`src/rtl/emb_pkg.sv`:
```
// Constants and state types for the external memory bus strobe block
package emb_pkg;

  // Bus widths
  localparam int ADDR_W = 16;
  localparam int BYTE_W = 8;

  // Machine cycle: twelve oscillator periods, phases 0 to 11
  localparam logic [3:0] PH_LAST = 4'hb;
  localparam logic [3:0] PH_TAKE = 4'h5; // Phase where a data access is taken or ended
  localparam logic [3:0] ALE_A0 = 4'h0; // First latch strobe, two phases
  localparam logic [3:0] ALE_A1 = 4'h1;
  localparam logic [3:0] ALE_B0 = 4'h6; // Second latch strobe, two phases
  localparam logic [3:0] ALE_B1 = 4'h7;
  localparam logic [3:0] PS_A0 = 4'h3; // First code read strobe, two phases
  localparam logic [3:0] PS_A1 = 4'h4;
  localparam logic [3:0] PS_B0 = 4'h9; // Second code read strobe, two phases
  localparam logic [3:0] PS_B1 = 4'ha;
  localparam logic [3:0] ADR_A_LAST = 4'h2; // Low address held on the data bus through here
  localparam logic [3:0] ADR_B_LAST = 4'h8;
  localparam logic [3:0] STRB_FIRST = 4'h1; // Data strobe window in the access cycle
  localparam logic [3:0] STRB_LAST = 4'h4;

  // Reset pin qualification: two machine cycles of twelve clocks
  localparam int MC_CLKS = 12;
  localparam int RST_MCS = 2;
  localparam logic [4:0] RST_CLKS = 5'(RST_MCS * MC_CLKS);

  // Code addresses below this come from inside when external code select is high
  localparam logic [15:0] INT_CODE_TOP = 16'h1000;

  // Alternate function bit positions on the lower port
  localparam int ALT_RX = 0;
  localparam int ALT_TX = 1;
  localparam int ALT_IRQ0 = 2;
  localparam int ALT_IRQ1 = 3;
  localparam int ALT_CNT0 = 4;
  localparam int ALT_CNT1 = 5;
  localparam int ALT_WR = 6;
  localparam int ALT_RD = 7;

  // Synchroniser lanes
  localparam int SY_N = 7;
  localparam int SY_SEL = 5;
  localparam int SY_RST = 6;
  localparam logic SYNC_RST_VAL = 1'b0;

  // Data access sequence
  typedef enum logic [1:0] {
    EMB_IDLE   = 2'b00,
    EMB_ADDR   = 2'b01,
    EMB_STROBE = 2'b10
  } emb_dst_t;

  // Whole state of the strobe block
  typedef struct packed {
    logic [3:0]  phase;
    emb_dst_t    dst;
    logic        fetch_ext;
    logic        ale_off;
    logic        wr;
    logic        wide;
    logic [15:0] addr;
    logic [7:0]  wdata;
    logic [7:0]  rdata;
    logic        ack;
    logic        ale;
    logic        code_rd_n;
    logic [7:0]  hi_out;
    logic [7:0]  hi_oe;
    logic [7:0]  hi_pu;
    logic [7:0]  alt_out;
    logic [7:0]  alt_oe;
    logic [7:0]  alt_pu;
    logic [7:0]  ad_out;
    logic        ad_oe;
    logic [4:0]  rst_cnt;
    logic        core_rst;
  } emb_state_t;

  localparam emb_state_t EMB_RST = '{
    phase: 4'h0, dst: EMB_IDLE, fetch_ext: 1'b1, ale_off: 1'b0, wr: 1'b0, wide: 1'b0,
    addr: 16'h0000, wdata: 8'h00, rdata: 8'h00, ack: 1'b0, ale: 1'b0, code_rd_n: 1'b1,
    hi_out: 8'hff, hi_oe: 8'h00, hi_pu: 8'hff, alt_out: 8'hff, alt_oe: 8'h00,
    alt_pu: 8'hff, ad_out: 8'h00, ad_oe: 1'b0, rst_cnt: 5'h00, core_rst: 1'b0};

  // Synchroniser state
  typedef struct packed {
    logic s1;
    logic s2;
    logic s3;
    logic q;
  } emb_sync_t;

endpackage

```
`src/rtl/emb_strobes.sv`:
```
// External memory bus strobes, high address port and lower port alternate functions
//
// How it works
// RL1 - External code fetches and wide-pointer data accesses drive the high address byte.
// RL2 - Short-index data accesses leave the high port showing its latch.
// RL3 - Reset pin must stay high two machine cycles before core reset.
// RL4 - Address latch strobe pulses while the low address is on the bus; internal code fetches still pulse with the bus released.
// RL5 - Latch strobe pulses twice each machine cycle, one sixth of oscillator.
// RL6 - Each external data access drops exactly one latch strobe pulse.
// RL7 - Code read strobe twice per cycle; two dropped per data access.
// RL8 - Code read strobe stays inactive for internal code fetches.
// RL9 - External code select low forces all code fetches external.
// RL10 - Lower port bit six is the data write strobe.
// RL11 - Lower port bit seven is the data read strobe.
// RL12 - Lower port bits zero and one are serial receive and transmit.
// RL13 - Lower port bits two and three are external interrupt inputs.
// RL14 - Lower port bits four and five are timer count inputs.
// RL15 - A port bit not carrying an address is pulled up internally while it outputs one.
// RL16 - A strobe reaches its pin only while its latch bit is one.
// RL17 - Suppress bit stops regular latch strobes; data accesses keep theirs.
`timescale 1ns/100ps
module emb_strobes (
  // Clock and reset
  input  wire logic                        clk,
  input  wire logic                        reset,
  // Core side: code address, port latches and controls
  input  wire logic [emb_pkg::ADDR_W-1:0]  pc,
  input  wire logic [emb_pkg::BYTE_W-1:0]  high_port_latch,
  input  wire logic [emb_pkg::BYTE_W-1:0]  alt_port_latch,
  input  wire logic                        tx_bit,
  input  wire logic                        ale_suppress,
  // Core side: external data move request and answer
  input  wire logic                        xfer_req,
  input  wire logic                        xfer_write,
  input  wire logic                        xfer_wide,
  input  wire logic [emb_pkg::ADDR_W-1:0]  xfer_addr,
  input  wire logic [emb_pkg::BYTE_W-1:0]  xfer_wdata,
  output logic                             xfer_ack,
  output logic [emb_pkg::BYTE_W-1:0]       xfer_rdata,
  // Core side: alternate inputs, fetch source and core reset, filtered
  output logic                             rx_bit,
  output logic                             ext_irq_zero,
  output logic                             ext_irq_one,
  output logic                             count_in_zero,
  output logic                             count_in_one,
  output logic                             fetch_ext,
  output logic                             core_reset,
  // Pins: strobes and control inputs
  output logic                             ale,
  output logic                             code_read_strobe_n,
  input  wire logic                        ext_code_select,
  input  wire logic                        rst_pin,
  // Pins: multiplexed low address and data bus
  input  wire logic [emb_pkg::BYTE_W-1:0]  ad_in,
  output logic [emb_pkg::BYTE_W-1:0]       ad_out,
  output logic                             ad_oe,
  // Pins: high address port
  output logic [emb_pkg::BYTE_W-1:0]       hi_port_out,
  output logic [emb_pkg::BYTE_W-1:0]       hi_port_oe,
  output logic [emb_pkg::BYTE_W-1:0]       hi_port_pullup,
  // Pins: alternate function port
  input  wire logic [emb_pkg::BYTE_W-1:0]  alt_port_in,
  output logic [emb_pkg::BYTE_W-1:0]       alt_port_out,
  output logic [emb_pkg::BYTE_W-1:0]       alt_port_oe,
  output logic [emb_pkg::BYTE_W-1:0]       alt_port_pullup
);
  import emb_pkg::*;

  emb_state_t      s_r;
  emb_state_t      s_nxt;
  logic [SY_N-1:0] sy_in;
  logic [SY_N-1:0] sy_q;

  // Pin inputs through the synchroniser lanes
  assign sy_in = {rst_pin, ext_code_select, alt_port_in[ALT_CNT1], alt_port_in[ALT_CNT0],
                  alt_port_in[ALT_IRQ1], alt_port_in[ALT_IRQ0], alt_port_in[ALT_RX]};

  genvar gi;
  generate
    for (gi = 0; gi < SY_N; gi++) begin : g_sync
      emb_sync3 emb_sync3_i (
        .clk   (clk),
        .reset (reset),
        .d     (sy_in[gi]),
        .q     (sy_q[gi])
      );
    end
  endgenerate

  // Alternate inputs handed to the core
  assign rx_bit        = sy_q[0]; // RL12
  assign ext_irq_zero  = sy_q[1]; // RL13
  assign ext_irq_one   = sy_q[2]; // RL13
  assign count_in_zero = sy_q[3]; // RL14
  assign count_in_one  = sy_q[4]; // RL14

  // Next state: phase counter, data access sequence and pin values
  always_comb begin
    logic       strb;
    logic       ale_win;
    logic       ps_win;
    logic       adr_win;
    logic [7:0] v;
    s_nxt = s_r;
    strb = 1'b0;
    ale_win = 1'b0;
    ps_win = 1'b0;
    adr_win = 1'b0;
    v = 8'h00;
    s_nxt.ack = 1'b0;
    s_nxt.phase = (s_r.phase == PH_LAST) ? 4'h0 : s_r.phase + 4'h1;
    // Fetch source and suppress bit are fixed for a whole machine cycle
    if (s_nxt.phase == 4'h0) begin
      s_nxt.fetch_ext = !sy_q[SY_SEL] || (pc >= INT_CODE_TOP); // RL9
      s_nxt.ale_off = ale_suppress;
    end
    // Data access: taken at phase five, address half cycle, strobe half cycle
    case (s_r.dst)
      EMB_IDLE: begin
        if (s_r.phase == PH_TAKE && xfer_req) begin
          s_nxt.dst = EMB_ADDR;
          s_nxt.wr = xfer_write;
          s_nxt.wide = xfer_wide;
          s_nxt.addr = xfer_addr;
          s_nxt.wdata = xfer_wdata;
        end
      end
      EMB_ADDR: begin
        if (s_r.phase == PH_LAST) begin
          s_nxt.dst = EMB_STROBE;
        end
      end
      EMB_STROBE: begin
        if (s_r.phase == STRB_LAST && !s_r.wr) begin
          s_nxt.rdata = ad_in; // Sampled on the last cycle of the read strobe
        end
        if (s_r.phase == PH_TAKE) begin
          s_nxt.dst = EMB_IDLE;
          s_nxt.ack = 1'b1;
        end
      end
      default: begin
        s_nxt.dst = EMB_IDLE;
      end
    endcase
    // Windows within the machine cycle
    ale_win = (s_nxt.phase == ALE_A0) || (s_nxt.phase == ALE_A1) ||
              (s_nxt.phase == ALE_B0) || (s_nxt.phase == ALE_B1);
    ps_win  = (s_nxt.phase == PS_A0) || (s_nxt.phase == PS_A1) ||
              (s_nxt.phase == PS_B0) || (s_nxt.phase == PS_B1);
    adr_win = (s_nxt.phase <= ADR_A_LAST) ||
              ((s_nxt.phase >= ALE_B0) && (s_nxt.phase <= ADR_B_LAST));
    strb = (s_nxt.dst == EMB_STROBE) && (s_nxt.phase >= STRB_FIRST) &&
           (s_nxt.phase <= STRB_LAST);
    // Latch strobe: regular train unless suppressed, data address pulse always
    s_nxt.ale = (ale_win && !s_nxt.ale_off && s_nxt.dst == EMB_IDLE) || // RL5 RL17
                (ale_win && s_nxt.dst == EMB_ADDR); // RL4 RL6
    // Code read strobe only for external fetches, none in a data access
    s_nxt.code_rd_n = !(ps_win && s_nxt.fetch_ext && s_nxt.dst == EMB_IDLE); // RL7 RL8
    // Low byte on the data bus: address around each pulse except during internal fetches, write data in the strobe
    s_nxt.ad_oe = 1'b0;
    s_nxt.ad_out = 8'h00;
    if (s_nxt.dst == EMB_ADDR && adr_win) begin
      s_nxt.ad_oe = 1'b1; // RL4
      s_nxt.ad_out = s_nxt.addr[7:0];
    end else if (s_nxt.dst == EMB_STROBE && s_nxt.wr) begin
      s_nxt.ad_oe = 1'b1;
      s_nxt.ad_out = s_nxt.wdata;
    end else if (s_nxt.dst == EMB_IDLE && s_nxt.fetch_ext && adr_win) begin
      s_nxt.ad_oe = 1'b1; // RL4
      s_nxt.ad_out = pc[7:0];
    end
    // High port: address driven strongly, else the latch with weak pull-ups
    if (s_nxt.dst != EMB_IDLE && s_nxt.wide) begin
      s_nxt.hi_out = s_nxt.addr[15:8]; // RL1
      s_nxt.hi_oe = 8'hff;
      s_nxt.hi_pu = 8'h00;
    end else if (s_nxt.dst == EMB_IDLE && s_nxt.fetch_ext) begin
      s_nxt.hi_out = pc[15:8]; // RL1
      s_nxt.hi_oe = 8'hff;
      s_nxt.hi_pu = 8'h00;
    end else begin
      s_nxt.hi_out = high_port_latch; // RL2
      s_nxt.hi_oe = ~high_port_latch; // RL15
      s_nxt.hi_pu = high_port_latch; // RL15
    end
    // Lower port: each alternate output is gated by its own latch bit
    v = alt_port_latch;
    v[ALT_TX] = alt_port_latch[ALT_TX] & tx_bit; // RL12
    v[ALT_WR] = alt_port_latch[ALT_WR] & !(strb && s_nxt.wr); // RL10 RL16
    v[ALT_RD] = alt_port_latch[ALT_RD] & !(strb && !s_nxt.wr); // RL11 RL16
    s_nxt.alt_out = v;
    s_nxt.alt_oe = ~v; // RL15
    s_nxt.alt_pu = v; // RL15
    // Reset pin qualification over two machine cycles
    if (!sy_q[SY_RST]) begin
      s_nxt.rst_cnt = 5'h00;
    end else if (s_r.rst_cnt != RST_CLKS) begin
      s_nxt.rst_cnt = s_r.rst_cnt + 5'h01; // RL3
    end
    s_nxt.core_rst = (s_nxt.rst_cnt == RST_CLKS); // RL3
  end

  // State register
  always_ff @(posedge clk) begin
    if (reset) begin
      s_r <= EMB_RST;
    end else begin
      s_r <= s_nxt;
    end
  end

  // Outputs straight from the state register
  assign xfer_ack           = s_r.ack;
  assign xfer_rdata         = s_r.rdata;
  assign fetch_ext          = s_r.fetch_ext;
  assign core_reset         = s_r.core_rst;
  assign ale                = s_r.ale;
  assign code_read_strobe_n = s_r.code_rd_n;
  assign ad_out             = s_r.ad_out;
  assign ad_oe              = s_r.ad_oe;
  assign hi_port_out        = s_r.hi_out;
  assign hi_port_oe         = s_r.hi_oe;
  assign hi_port_pullup     = s_r.hi_pu;
  assign alt_port_out       = s_r.alt_out;
  assign alt_port_oe        = s_r.alt_oe;
  assign alt_port_pullup    = s_r.alt_pu;
endmodule

```
`src/rtl/emb_sync3.sv`:
```
// Three-stage input synchroniser with agreement filter
`timescale 1ns/100ps
module emb_sync3 (
  // Clock and reset
  input  wire logic clk,
  input  wire logic reset,
  // Pin in, filtered level out
  input  wire logic d,
  output logic      q
);
  import emb_pkg::*;

  emb_sync_t s_r;
  emb_sync_t s_nxt;

  // Shift the pin in; the output follows once stages two and three agree
  always_comb begin
    s_nxt    = s_r;
    s_nxt.s1 = d;
    s_nxt.s2 = s_r.s1;
    s_nxt.s3 = s_r.s2;
    s_nxt.q  = (s_r.s2 == s_r.s3) ? s_r.s3 : s_r.q;
  end

  // State register
  always_ff @(posedge clk) begin
    if (reset) begin
      s_r <= '{s1: SYNC_RST_VAL, s2: SYNC_RST_VAL, s3: SYNC_RST_VAL, q: SYNC_RST_VAL};
    end else begin
      s_r <= s_nxt;
    end
  end

  assign q = s_r.q;
endmodule

```
`config.mk`:
```
export PLATFORM = sky130hd
export DESIGN_NAME = emb_strobes
export DESIGN_NICKNAME = d
export VERILOG_FILES = /design/src/rtl/emb_pkg.sv /design/src/rtl/emb_strobes.sv /design/src/rtl/emb_sync3.sv
export SDC_FILE = /design/constraint.sdc
export NUM_CORES = 1
export LEC_CHECK = 0
export CAP_MARGIN = 20
export CORE_UTILIZATION = 60
export DETAILED_ROUTE_END_ITERATION = 16
export DONT_BUFFER_PORTS = 1
export PLACE_DENSITY = 0.83
export SLEW_MARGIN = 20
export SYNTH_ARGS = -nofsm -noshare
export SYNTH_HDL_FRONTEND = slang
export SYNTH_SLANG_ARGS = --single-unit
```
`constraint.sdc`:
```
create_clock -name clk -period 2.4 [get_ports clk]
set_input_delay 0.12 -clock clk [delete_from_list [all_inputs] [get_ports clk]]
set_output_delay 0.12 -clock clk [all_outputs]
set_load 0.02 [all_outputs]
```
* Word level (Yosys, flattened, before mapping)
Cells that the tools add are included.
Storage, ports and cells: latch bits 0, memory bits (read-only) 0, bits in registers 128, memories kept 0, bits of input ports 81, bits in writable memories 0, word-level logic and storage cells 141
Operators by class: order comparisons 6, reductions and logical operators 39, bitwise gates (word level) 6, div/mod/pow operators 0, multipliers 0, add/subtract/negate cells 2, muxes and demuxes 16, shift operators 0, eq/ne operators 23
Operators with widths (number):
- $mux W26 | 2
- $mux W24 | 2
- $mux W9 | 3
- $eq A4 B3 Y1 const B | 5
- $logic_and A1 B1 Y1 | 17
- $ge A16 B13 Y1 const B | 1
- $not A8 Y8 | 2
- $eq A4 B4 Y1 const B | 3
- $mux W5 | 2
- $logic_or A1 B1 Y1 | 9
- $mux W2 | 4
- $eq A1 B1 Y1 | 7
- $logic_not A1 Y1 | 7
- $pmux W2 S3 | 1
- $add A5 B1 Y5 const B | 1
- $eq A5 B5 Y1 const B | 1
- $ne A5 B5 Y1 const B | 1
- $add A4 B1 Y4 const B | 1
- $eq A2 B1 Y1 const B | 2
- $eq A2 B2 Y1 const B | 2
- $eq A4 B1 Y1 const B | 1
- $eq A4 B2 Y1 const B | 1
- $ge A4 B1 Y1 const B | 1
- $ge A4 B3 Y1 const B | 1
- 12 further kinds | 15

* Longest topological paths before layout
Gate-level depths: netlist of the first run.
word-level depth 11, gate-level depth with buffers 10

* Hierarchy
Synthesis of the first run repeated with hierarchy kept, for this count alone.
Unflattened totals: cells, all modules 532, area total of the unflattened synthesis 5149.9 µm²
Modules (own cells, without submodules):
- emb_strobes | times used 1, cells each 462, area an instance 4361.7 µm²
- emb_sync3 | times used 7, cells each 10, area an instance 112.6 µm²

* Worst setup path before layout of the first run
Ideal clock, no wire load.
path type reg-to-reg, start reg s_r[104] in the netlist's numbering, end reg s_r (netlist bit ad_out[6]), library setup time 0.086 ns, path slack 0.209 ns, clock period less this slack 2.191 ns, data arrival time 2.106 ns, buffers on the path 1, cell stages (with the launch flop) 10, path through dfxtp_1 > inv_1 > ha_1 > and3_1 > a311oi_2 > nand3b_2 > a21boi_4 > buf_2 > a311oi_1 > a211oi_1
RTL lines:
- start: declaration | RTL line emb_strobes.sv:69 | emb_state_t s_r;
- start signal: assignment | RTL line emb_strobes.sv:209 | s_r <= s_nxt;

* Worst setup path in the final report of the first run
start reg s_r[104] in the netlist's numbering, end reg s_r (netlist bit hi_port_out[1])
Between the ends: word-level cells in the longest chain between the ends 8, elaborated cells on any way between the ends 19
Ends and longest elaborated chain:
- parallel branches: the longest is 7 deep, another holds $add A4 B1 Y4
- $mux W24 (*) | RTL line emb_strobes.sv:174 | if (s_nxt.dst != EMB_IDLE && s_nxt.wide) begin
Mark *: on every way between the ends. A chain may end at the register's enable or synchronous reset.

==> impl.org, run 1 <==
** Run status
- Status :: finished clean

** Route
- The routed design has roughly 12000 microns of wire.
- In the routed design, unresolved DRC markers number 0.
- After detailed routing, the wire length on met1 is 4640 microns.
- In this run the top signal layer used is met4.
- Detailed routing placed a total of about 6000 microns of wire on met2.
- Drt pass-1 iters :: 6
- Drt initial violations :: 138
- Detailed routing placed a total of slightly above 800 microns of wire on met3.
- Dividing the detail-routed via count by the number of cells gives 5.52.
- Via total after detailed routing :: 3690
- After detailed routing, the average wire length per cell comes to between 15 and 20 microns.
- DRT antenna net count :: 0

** Logic synthesis
- Counting every net in the synthesized netlist gives around 610.
- After Yosys synthesis, and, or, nand and nor cells account for 14.4% of the synthesized area.
- Primary FF master, synth :: dfxtp_1
- Fraction of synthesis flops using an asynchronous set or reset pin :: 0%
- Main combinational cell family by area after synthesis :: simple AND/OR/NAND/NOR gates
- Total of warnings raised by yosys :: 0
- In this run, synthesis produced a sequential element count of 128.
- Largest area contributor in the synthesized netlist :: dfxtp_1
- Sequential share of the synthesized area :: 49.7%
- In this run, synthesis inferred 0 flip-flops with an integrated enable.
- Dividing the synthesized area by the synthesized cell count gives 9.91 sq um.
- After synthesis, the netlist uses 59 different library cells.
- The synthesized netlist devotes 11.8% of its cell area to compound gates.
- Adder-cell area share of the yosys netlist :: 1.94%
- The share of synthesized area in the top cell type comes to slightly below 50%.
- Ranking of synthesized cells by area :: dfxtp_1 50%, buf_4 9.6%, mux2i_1 7.2%
- The synthesized netlist devotes 0.850% of its cell area to XOR and XNOR gates.
- Combined area of all synthesized cells :: 5150 sq um
- Post-synthesis mux area share :: about 7.6%
- Instance count of the mapped netlist :: 520

** STA
- Setup TNS :: 0 ns
- For this run, the top clock speed supported by timing is 0.426 GHz.
- Number of failing hold endpoints at the final stage :: 0
- Transition time at the pin with the least slew margin :: ~0.7 ns
- Layout Skew :: approximately 0.011 ns
- The final number of max-transition violations is 0.
- Counting I/O delays and the setup requirement, the final critical path takes approximately 2.3 ns.
- Setup violations remaining at the end of the flow were counted as 0.
- Setup repair after global routing could not meet its margin everywhere.
- The worst pin sits at a relative slew slack of 54.0%.
- Portion of the clock cycle consumed by the worst path in the final layout :: between 90% and 100%
- Worst Slack Setup Final :: 0.0516 ns

** Place
- Count of port buffers added during placement :: 0
- Worst setup slack before clock tree synthesis :: 0.0813 ns
- Once placement completed, the tool counted placed cells totaling 557.
- Routability congestion estimate :: 0.852
- Post-detailed-placement cell area :: 4830 sq um
- Detailed placement finished with a half-perimeter wire length of 6630 microns.

** Worst hold path
- HP Class :: input pin to flop

** Setup path
- Arrival time of the worst setup path :: 2.74 ns
- Along the worst path, the maximum fanout reaches 17.
- Endpoint class of the critical path :: flop
- On the critical path, the stage with the largest delay is an instance of dfxtp_1.
- Critical setup path kind :: flop to flop
- Launching element type of the critical path :: flop
- For this run, the slowest stage of the critical path takes 0.36 ns.
- The critical path goes through ha_2 -> xor2_1 -> o22ai_1 -> o21a_1 -> a211oi_4 -> buf_12 -> o31ai_1 -> a211o_1.
- For the worst setup path, the data required time is approximately 2.8 ns.

** Floorplan
- For this design the top-level I/O count stands at 156.
- Row generation in the floorplan step produced 33 rows.
- Die Width :: 94.7 microns
- The die is approximately 95 microns tall.
- Area of the core region :: 8260 sq um
- The initial utilization of the core area, before any placement, comes to 62.4%.
- The die covers approximately 9000 sq um.

** Clock tree
- Clock tree synthesis selected as its root buffer the cell clkbuf_8.
- Clock sink count :: 128
- Clock latency on the worst-skew pair, taken at its later pin, is 0.50 ns.
- TritonCTS created 17 clock buffers.
- H-tree depth reported by CTS :: 4
- The clock passes through at most 2 buffers.
- TritonCTS built the clock tree.
- Clock Pin Slew Worst Setup and Hold Paths :: 0.06 ns

** Final layout
- From synthesis to final layout, the design area changed by 22.3%.
- The number of antenna diodes in the final layout is 0.
- In the final design database the tool counted 640 nets.
- The finished layout holds 669 standard cells, fillers aside.
- The library cell used most frequently in the layout, excluding fill and tap cells, is dfxtp_1.
- Layout cell share with drive strength beyond 1 :: between 10% and 20%
- Leaving out fill and tap cells, the most frequent cells in the layout are 128 x dfxtp_1, 77 x dlygate4sd3_1, 61 x nor2_1.
- Once layout is done, the placed cells without fillers occupy 6300 sq um.

** GRT
- The first global-routing pass estimated 17800 microns of wire.
- Across every metal layer, demand over resource in global routing totals 26.4%.
- Summed over all layers, the global routing overflow is 0.
- The initial antenna violation count came to 0.
- Entering global routing, the biggest net connects 85 pins.
- Vias in the first global route :: around 3700

** Power
- Power spread over the standard cell area amounts to 802 nW/um^2.
- In this run the static leakage power is 0.00278 uW.
- The worst-case IR drop observed on VDD is 540 uV.

** Flow run
- Maximum capacitance violations :: 0
## layer usage
layer / GRT usage [%] / vias to the layer above
li1: - / 1754
met1: 28.9 / 1754
met2: 46.6 / 159
met3: 8.29 / 23
met4: 11.5 / 0
met5: 0 / -
## layout make-up
type / count / area, sq um
Fill cell: 540 / 1960
Sequential cell: 128 / 2560
Timing Repair Buffer: 97 / 966
Clock buffer: 20 / 445
Tap cell: 105 / 131
Clock inverter: 12 / 101
Inverter: 30 / 113
Multi-Input combinational cell: 277 / 1980
## where the power goes
group	leakage (uW)	internal [uW]	switching (uW)
Sequential	0.00105	2210	124
Clock	0.000265	1350	980
Combinational	0.00146	209	187
Total	0.00278	3770	1290
## cell usage after synthesis (all sizes together) (2+ instances only)
library cell,number
or2,6
o21ai,12
xnor2,2
nand2b,3
nor2,62
o22ai,2
clkbuf,11
nand2,21
nor2b,24
a211oi,10
and2,4
nand3,5
o31ai,10
nor3,4
xor2,3
nand3b,3
buf,74
a21oi,13
inv,29
nor3b,4
ha,8
dfxtp,128
a21o,2
a311oi,10
mux2i,37
a31oi,2
and3,3
mux2,2
a211o,8
## flip-flops by register name, indices dropped and copies added (netlist names)
signal                    count
g_sync.emb_sync3_i.s_r        7
code_read_strobe_n            1
hi_port_oe                    8
xfer_rdata                    8
ad_out                        8
fetch_ext                     1
hi_port_out                   8
alt_port_pullup               8
s_r                          38
g_sync.emb_sync3_i.s_nxt     14
g_sync.emb_sync3_i.q          7
xfer_ack                      1
core_reset                    1
ale                           1
ad_oe                         1
alt_port_oe                   8
hi_port_pullup                8
## cells by family (layout without fill, tap and decap cells)
kind of cell / after synthesis / in the layout
and+or+nand+nor: 146 / 146
DFF: 128 / 128
buffers and inverters: 115 / 159
AOI/OAI and AO/OA: 79 / 79
muxes: 39 / 39
adders and majority gates: 8 / 8
xor gates and xnor gates: 5 / 5
## through the flow
stage | total power [uW] | hold slack, ns | util, %
floorplan | 2640 | 0.212 | -
global placement | 2600 | 0.195 | 58.5
detailed placement | 2610 | 0.197 | 58.5
CTS | 5040 | 0.0847 | 74.8
global route | 5230 | 0.165 | 76.3
finish | 5060 | 0.131 | 76.3
## timing repair
item	CTS	global route
endpoints found under the setup margin	0	28
hold buffers	78	0
resized for setup	0	20
setup buffers	0	2
hold endpoints to repair	118	0
## worst paths after layout
| path | startpoint | to | slack [ns] | depth (start not counted) |
|---|---|---|---|---|
| worst max-delay path | s_r[104]$_SDFF_PP0_ | hi_port_out[1]$_SDFF_PP1_ | 0.05 | 8 |
| worst min-delay path | reset | alt_port_pullup[6]$_SDFF_PP1_ | 0.13 | 2 |
| worst max register to register | s_r[104]$_SDFF_PP0_ | hi_port_out[1]$_SDFF_PP1_ | 0.05 | 8 |
| worst min register to register | g_sync[0].emb_sync3_i.s_nxt[2]$_SDFF_PP0_ | g_sync[0].emb_sync3_i.s_nxt[1]$_SDFF_PP0_ | 0.44 | 1 |
## critical path: cells and delay by family (launching register included)
| kind | cells | cell delay, ns |
|---|---|---|
| compound gates | 5 | 1.12 |
| xor+xnor | 1 | 0.25 |
| fa+ha+maj | 1 | 0.29 |
| buf+inv | 1 | 0.20 |
| flops | 1 | 0.36 |
Note: power is estimated with default switching activity, not from simulation.
==> run 2, diff against run 1 <==
Settings changed: ABC_AREA from default to 1.
==> impl.org, run 2 <==
** Final layout
- At the end of the flow, the number of nets in the layout was 733.
- Once layout is complete, the cells apart from fillers number 762.
- Diode count :: 0
- Most used cells in the layout excluding fill and tap cells :: 128 x dfxtp_1, 112 x nor2_1, 81 x dlygate4sd3_1
- Cells with a size suffix above 1 make up 12.6% of the layout.
- Most common cell after layout, fill and taps aside :: dfxtp_1
- Register bank with the most flops :: s_r
- Filler Cell Count :: 582
- Registers with the highest flip-flop counts :: s_r x38, g_sync.emb_sync3_i.s_nxt x14
- Area delta synth->final :: 19.7%
- The register with the most flip-flops in the layout has 38 of them.

** Run status
- Status :: finished clean

** Power
- Combinational logic burns around 7.0% of the power.
- Final Total Pwr :: 5550 uW
- The clock network accounts for 50.6% of the total power.
- Switching part of the total power :: 23.7%
- For this design the ratio of total power to cell area is 880 nW/um^2.
- Proportion of power drawn by flip-flops and latches :: 42.4%
- VDD IR-drop max :: 591 uV
- Internal Power :: 4230 uW
- For this design the total switching power over the nets is 1320 uW.
- Static leakage power :: 0.00270 uW

** Route
- DRT antenna net count :: 0
- Number of vias per cell after detailed routing :: 5.34
- WL per Instance :: 15.5 microns
- After the first detailed-routing iteration, the DRC count stood at 217.
- For this run, design rule violations remaining after detail routing come to 0.
- Routed wire length :: 11800 microns
- The routed layout has between 4000 and 5000 vias.
- Drt pass-1 iters :: 6

** Place
- In this run, placement finished with an instance count of 648.
- Post-DP HPWL :: 6970 microns
- At the end of routability-driven placement, the weighted congestion stood at 0.822.
- Input and output buffers added on the ports amount to 0.

** Logic synthesis
- Among all flip-flop cells after synthesis, the most frequent one is dfxtp_1.
- Sequential share of the synthesized area :: about 49%
- Synthesis inferred roughly 130 register bits.
- Total of warnings raised by yosys :: 0
- Ranking of synthesized cells by area :: dfxtp_1 49%, buf_4 9.5%, nor2_1 8.0%
- Synthesized Nets :: approximately 700
- In this run, synthesis inferred 0 flip-flops with an integrated enable.
- Largest area contributor in the synthesized netlist :: dfxtp_1
- Fraction of synthesized cell area taken by the top area cell type :: 48.6%
- Synthesis produced a netlist whose cell count is slightly above 600.
- After synthesis the cells add up to 5270 sq um.
- The average instance in the mapped netlist occupies approximately 8.5 sq um.
- By count the netlist is led by 128 x dfxtp_1, 112 x nor2_1, 67 x buf_4, 66 x inv_1, 49 x nand2_1.
- Most repeated cell in the gate-level netlist after synthesis :: dfxtp_1
- Counting distinct cell types in the post-synthesis netlist gives 41.
- Fraction of synthesis flops using an asynchronous set or reset pin :: 0%

** Floorplan
- The core region is 8340 sq um.
- Starting utilization of the core area :: 63.2%
- Site Rows :: 33
- The floorplan step defined a die boundary enclosing roughly 9000 sq um.
- I/O pin cnt :: ~160
- Die H :: 95.7 microns
- The die is roughly 96 microns wide.

** Setup path
- The cell that appears most often on the critical path is dlygate4sd3_1.
- Endpoint class of the critical path :: flop
- Launching element type of the critical path :: input pin
- For this design, the slowest cell found on the critical path is dlygate4sd3_1.
- Of all nets on the critical path, the largest fanout is 10.
- The critical path is of the input pin to flop type.
- CP required :: around 2.8 ns
- For this run, the slowest stage of the critical path takes around 0.59 ns.
- The critical path goes through dlygate4sd3_1 -> nor2_1 -> dlygate4sd3_1 -> nand3_1 -> dlygate4sd3_1 -> o21ai_2 -> nor2_8 -> a21oi_1 -> nand2_1.
- Count of buffering cells on the critical path with inverters included :: 3
- Cell family with the largest share of critical-path delay :: buffers and inverters
- Arrival time of the worst setup path :: around 2.7 ns

** Clock tree
- Number of CTS-inserted buffers :: 17
- Clock sink count :: 128
- The later pin in the worst-skew pair is clocked with a latency of 0.51 ns.
- H-tree depth reported by CTS :: 4
- TritonCTS built the clock tree.
- The clock passes through at most 2 buffers.
- The tree is rooted in a clkbuf_8.
- After clock tree synthesis, the clock-pin slew on the worst setup and hold paths is about 0.06 ns.
- The number of setup buffers added after CTS is 0.

** STA
- Transition time at the pin with the least slew margin :: 0.489 ns
- Setup total negative slack on the finished layout was measured at 0 ns.
- Based on the critical path, the design can be clocked at up to 0.433 GHz.
- Number of failing hold endpoints at the final stage :: 0
- Number of slew-limit violations in the final report :: 0
- Crit path time final :: approximately 2.3 ns
- In the finished design, the share of the clock period the worst path needs comes to 96.1%.
- Worst max-slew margin expressed relative to the limit :: 67.2%
- Unrepaired setup endpoints after global routing :: no
- The clock arrives with about 0.0074 ns of skew.
- Setup violations remaining at the end of the flow were counted as 0.

** GRT
- Vias in the first global route :: 4098
- The initial antenna violation count is 0.
- The first global-routing pass estimated around 19000 microns of wire.
- Entering global routing, the biggest net connects 76 pins.
- The total overflow left after global routing is 0.
- GRT Resource Usage Total :: a little over a quarter

** Worst hold path
- The min-delay analysis places its worst path in the category input pin to flop.

** Flow run
- Maximum capacitance violations :: 0
-- run 2: cell types whose count changed after synthesis, sizes merged, moves of 9 or more --
cell    delta
inv       +44
o31ai      -9
nor2b     -24
nand4     +10
a311oi    -10
mux2i     -29
nand3     +25
nor2      +54
o21ai     +26
nand2     +36
a21oi     +30
a211oi     -9
-- run 2: power groups by stage --
stage | combinational (uW) | clock (uW) | sequential [uW]
2_1_floorplan | 407 | 0 | 2300
3_3_place_gp | 233 | 0 | 2400
3_5_place_dp | 244 | 0 | 2400
4_1_cts | 378 | 2840 | 2350
5_1_grt | 429 | 2940 | 2370
6_report | 389 | 2810 | 2350
-- run 2: path summary, 6_finish.rpt --
| kind | cells past startpoint | end | start | slack, ns |
|---|---|---|---|---|
| max | 9 | hi_port_out[5]$_SDFF_PP1_ | pc[14] | 0.09 |
| min | 2 | alt_port_oe[0]$_SDFF_PP0_ | alt_port_latch[0] | 0.23 |
| max reg2reg | 9 | ad_out[2]$_SDFF_PP0_ | s_r[104]$_SDFF_PP0_ | 0.21 |
| min reg2reg | 2 | g_sync[1].emb_sync3_i.s_nxt[1]$_SDFF_PP0_ | g_sync[1].emb_sync3_i.s_nxt[2]$_SDFF_PP0_ | 0.41 |
-- run 2: repair_timing --
action / CTS / global route
hold endpoints to repair: 117 / 0
endpoints found under the setup margin: 0 / 0
gates resized for setup: 0 / 0
hold buffers: 82 / 0
-- run 2: cells by family after synthesis --
kind of cell    Yosys count  share of synthesized area (%)
simple gates            226                           20.3
buf+inv                 156                           16.7
flops                   128                           48.6
compound gates           94                           10.6
mux                       8                           1.52
fa+ha+maj                 8                           1.90
xor+xnor                  2                          0.332
-- run 2: area by class of cell --
class	instances	area (sq um)	area share, %
Clock buffer	18	428	6.78
Clock inverter	14	224	3.55
Inverter	74	278	4.40
Multi-Input combinational cell	338	1830	28.9
Sequential cell	128	2560	40.6
Tap cell	105	131	2.08
Timing Repair Buffer	85	861	13.6
-- run 2: stage by stage --
stage,area (sq um),utilization (%),worst slack [ns],hold slack [ns]
finish,6310,75.7,0.0925,0.233
global route,6310,75.7,0.00755,0.225
CTS,6310,75.7,0.202,0.213
detailed placement,4820,57.8,0.270,0.200
global placement,4820,57.8,0.354,0.198
floorplan,5270,-,0.545,0.204
-- run 2: per-layer routing --
| layer | vias up | global-route usage (%) | wire [microns] |
|---|---|---|---|
| met2 | 158 | 48.2 | 6170 |
| li1 | 1958 | - | - |
| met1 | 1913 | 27.8 | 4480 |
| met4 | 0 | 15.9 | 425 |
| met5 | - | 0 | 0 |
| met3 | 37 | 8.53 | 765 |
==> run 3, diff against run 2 <==
Settings changed: REMOVE_ABC_BUFFERS from default to 1, SLEW_MARGIN 20 to default, SYNTH_HIERARCHICAL from default to 1.
==> impl.org, run 3 <==
** STA
- In the finished design, the share of the clock period the worst path needs comes to 92.2%.
- Transition time at the pin with the least slew margin :: 0.818 ns
- Number of failing hold endpoints at the final stage :: 0
- Final setup violating endpoints :: 0
- Setup TNS :: 0 ns
- Setup repair after global routing left no endpoint under its margin.
- Crit path time final :: roughly 2.2 ns
- For the final database, setup skew stands at between 0.005 and 0.006 ns.
- Maximum clock frequency :: 0.452 GHz
- Worst Slack Setup Final :: 0.187 ns
- Worst max-slew margin expressed relative to the limit :: 45.4%
- Number of slew-limit violations in the final report :: 0

** Final layout
- After filler insertion, the fill cell instance count of the layout stands at 584.
- Layout cell share with drive strength beyond 1 :: 15.6%
- From synthesis to final layout, the design area changed by 17.7%.
- The register with the most flip-flops in the layout has 38 of them.
- Most used cells in the layout excluding fill and tap cells :: 128 x dfxtp_1, 97 x nor2_1, 78 x inv_1
- More flip-flops sit in one register than any other, and that register is s_r.
- Most common cell after layout, fill and taps aside :: dfxtp_1
- Registers with the highest flip-flop counts :: s_r x38, g_sync.emb_sync3_i/s_nxt x14
- At the end of the flow, the number of nets in the layout was ~760.

** Route
- Routed wire length :: 12400 microns
- WL per Instance :: 15.7 microns
- Number of vias per cell after detailed routing :: around 5.2
- DRT antenna net count :: 0
- Via total after detailed routing :: 4109
- For this block, the initial DRC count from the detailed router was approximately 180.
- Drt pass-1 iters :: 5
- Remaining DRCs :: 0

** Setup path
- Worst R2R Setup Slack :: 0.19 ns
- Register-to-Register Path Depth :: 9
- Along the worst path, the maximum fanout reaches 19.
- The worst setup path is of the flop to flop kind.
- Cell with the largest stage delay on the worst path :: dfxtp_1
- In this run the critical register-to-register path is launched from s_r[104]$_SDFF_PP0_.
- STA classifies the critical path startpoint as a flop.
- CP required :: 2.79 ns
- Arrival time of the worst setup path :: ~2.6 ns
- By instance count, the cell type seen most on the critical path is nand3_4.
- STA classifies the critical path endpoint as a flop.
- Critical path cell sequence :: ha_2 -> nand3_4 -> nand2_1 -> nand2_4 -> nor2_2 -> buf_4 -> nand3_4 -> nand2_2 -> nand3_2
- In this run the critical register-to-register path is captured at hi_port_out[4]$_SDFF_PP1_.
- Delay of the slowest critical-path stage :: 0.48 ns

** Floorplan
- Site Rows :: 34
- Die Width :: 97.5 microns
- Area of the core region :: 8760 sq um
- Pin placement for this block handled 156 I/O pins.
- Measured along the y axis, the die boundary spans 97.5 microns.
- Starting utilization of the core area :: 62.4%
- The die covers approximately 9500 sq um.

** Logic synthesis
- Number of synthesized register bits :: around 130
- Fraction of synthesis flops using an asynchronous set or reset pin :: 0%
- Instance count of the mapped netlist :: 646
- dfxtp_1 takes more of the synthesized area than any other cell.
- Fraction of synthesized cell area taken by the top area cell type :: around 47%
- Total of warnings raised by yosys :: 6
- Primary FF master, synth :: dfxtp_1
- Combined area of all synthesized cells :: 5470 sq um
- In this run the mean area of a mapped cell was 8.47 sq um.
- The number of different library cells used by synthesis comes to 34.
- The most common cell in the synthesized netlist is dfxtp_1.
- Ranking of synthesized cells by area :: dfxtp_1 47%, buf_4 8.8%, nor2_1 6.7%
- Sequential share of the synthesized area :: between 40% and 50%
- Counting flops with a built-in enable in the synthesized netlist gives 0.
- Cell types with the highest counts after synthesis :: 128 x dfxtp_1, 97 x nor2_1, 78 x inv_1, 64 x buf_4, 59 x nand2_1

** Power
- Summed over all cells, the static leakage comes to roughly 0.0028 uW.
- Power per unit of standard cell area :: 860 nW/um^2
- Final Total Pwr :: 5540 uW
- VDD IR-drop max :: 590 uV

** Clock tree
- Clock tree from TritonCTS :: built
- The root buffer cell chosen for the clock tree is clkbuf_8.
- Number of CTS-inserted buffers :: 17
- After clock tree synthesis, the clock-pin slew on the worst setup and hold paths is 0.06 ns.
- Post-CTS setup-driven buffer insertion count :: 0
- The clock reaches the later pin of the worst-skew pair after 0.50 ns.
- H-tree depth reported by CTS :: 4
- Counting every sink on the clock net gives around 130.
- Maximum clock path buffer count :: 2

** Place
- Post-DP HPWL :: 7160 microns
- Count of port buffers added during placement :: 0
- At the placement stage, the worst setup path has a slack of a little over 0.2 ns.
- At the end of routability-driven placement, the weighted congestion stood at 0.824.

** Flow run
- Maximum capacitance violations :: 0

** GRT
- The total overflow left after global routing is 0.
- Vias in the first global route :: 4199
- The first global-routing pass estimated between 20000 and 25000 microns of wire.
- Initial antenna violation count :: 1
- Global routing consumed, over all layers together, 26.7% of the routing resources.
- Entering global routing, the biggest net connects 73 pins.

** Worst hold path
- The startpoint identified for the worst hold timing path is pc[13].
- Worst Hold Endpoint :: fetch_ext$_SDFF_PP1_
- HP Class :: input pin to flop
- Counting instances, the worst hold path has a depth of 4.

** Run status
- The flow ran to the end, and the final reports show no timing, DRC or antenna violations.
[run 3: cells by family after synthesis]
group	count (synthesis)	synth area share [%]
DFF	128	46.8
adders and majority gates	8	1.83
xor gates and xnor gates	2	0.320
AOI/OAI and AO/OA	80	8.78
buffers and inverters	164	17.2
and+or+nand+nor	264	25.0
[run 3: area by class of cell]
type	count	area, sq um	share of cell area, %
tap	108	135	2.10
antenna	1	2.50	0.0389
clock buffer	18	418	6.49
multi-input combinational	354	1970	30.6
clock inverter	14	203	3.15
inverter	82	308	4.78
timing repair buffer	84	841	13.1
sequential	128	2560	39.8
[run 3: worst max-delay path, delay by kind of cell (launching register included)]
family,cells,cell delay (ns)
and+or+nand+nor,7,1.09
buffers and inverters,1,0.24
adders and majority gates,1,0.30
DFF,1,0.48
[run 3: worst max path at each step]
stage	from	to	slack, ns
final	s_r[104]$_SDFF_PP0_	hi_port_out[4]$_SDFF_PP1_	0.19
after global routing	s_r[104]$_SDFF_PP0_	hi_port_out[4]$_SDFF_PP1_	0.02
after global placement	s_r[104]$_SDFF_PP0_	hi_port_out[4]$_SDFF_PP1_	0.33
after CTS	s_r[104]$_SDFF_PP0_	hi_port_out[4]$_SDFF_PP1_	0.15
after floorplan	s_r[104]$_SDFF_PP0_	hi_port_out[0]$_SDFF_PP1_	0.14
after detailed placement	s_r[104]$_SDFF_PP0_	hi_port_out[4]$_SDFF_PP1_	0.20
[run 3: routing by layer]
layer / part of all wire [%] / vias to the layer above / track usage, %
met5: 0 / - / 0
met4: 2.5 / 0 / 13.1
met3: 5.8 / 23 / 7.77
met2: 51 / 165 / 47.3
met1: 41 / 1909 / 28.9
li1: - / 2012 / -
[run 3: what timing repair did]
item	in CTS	in global routing
resized for setup	0	1
endpoints found under the hold margin	122	0
hold buffers	77	0
endpoints found under the setup margin	0	7
[run 3: stage by stage]
step | util, % | cells | area (sq um) | hold WS, ns
final | 73.5 | 789 | 6440 | 0.0457
after global routing | 73.4 | 788 | 6430 | 0.0976
after CTS | 73.4 | 788 | 6430 | 0.0270
after detailed placement | 57.3 | 679 | 5020 | 0.198
after global placement | 57.3 | 679 | 5020 | 0.197
after floorplan | - | 564 | 4840 | 0.188
[run 3: where the power goes]
part | switching, uW | internal [uW]
Sequential | 174 | 2240
Clock | 977 | 1710
Combinational | 245 | 195
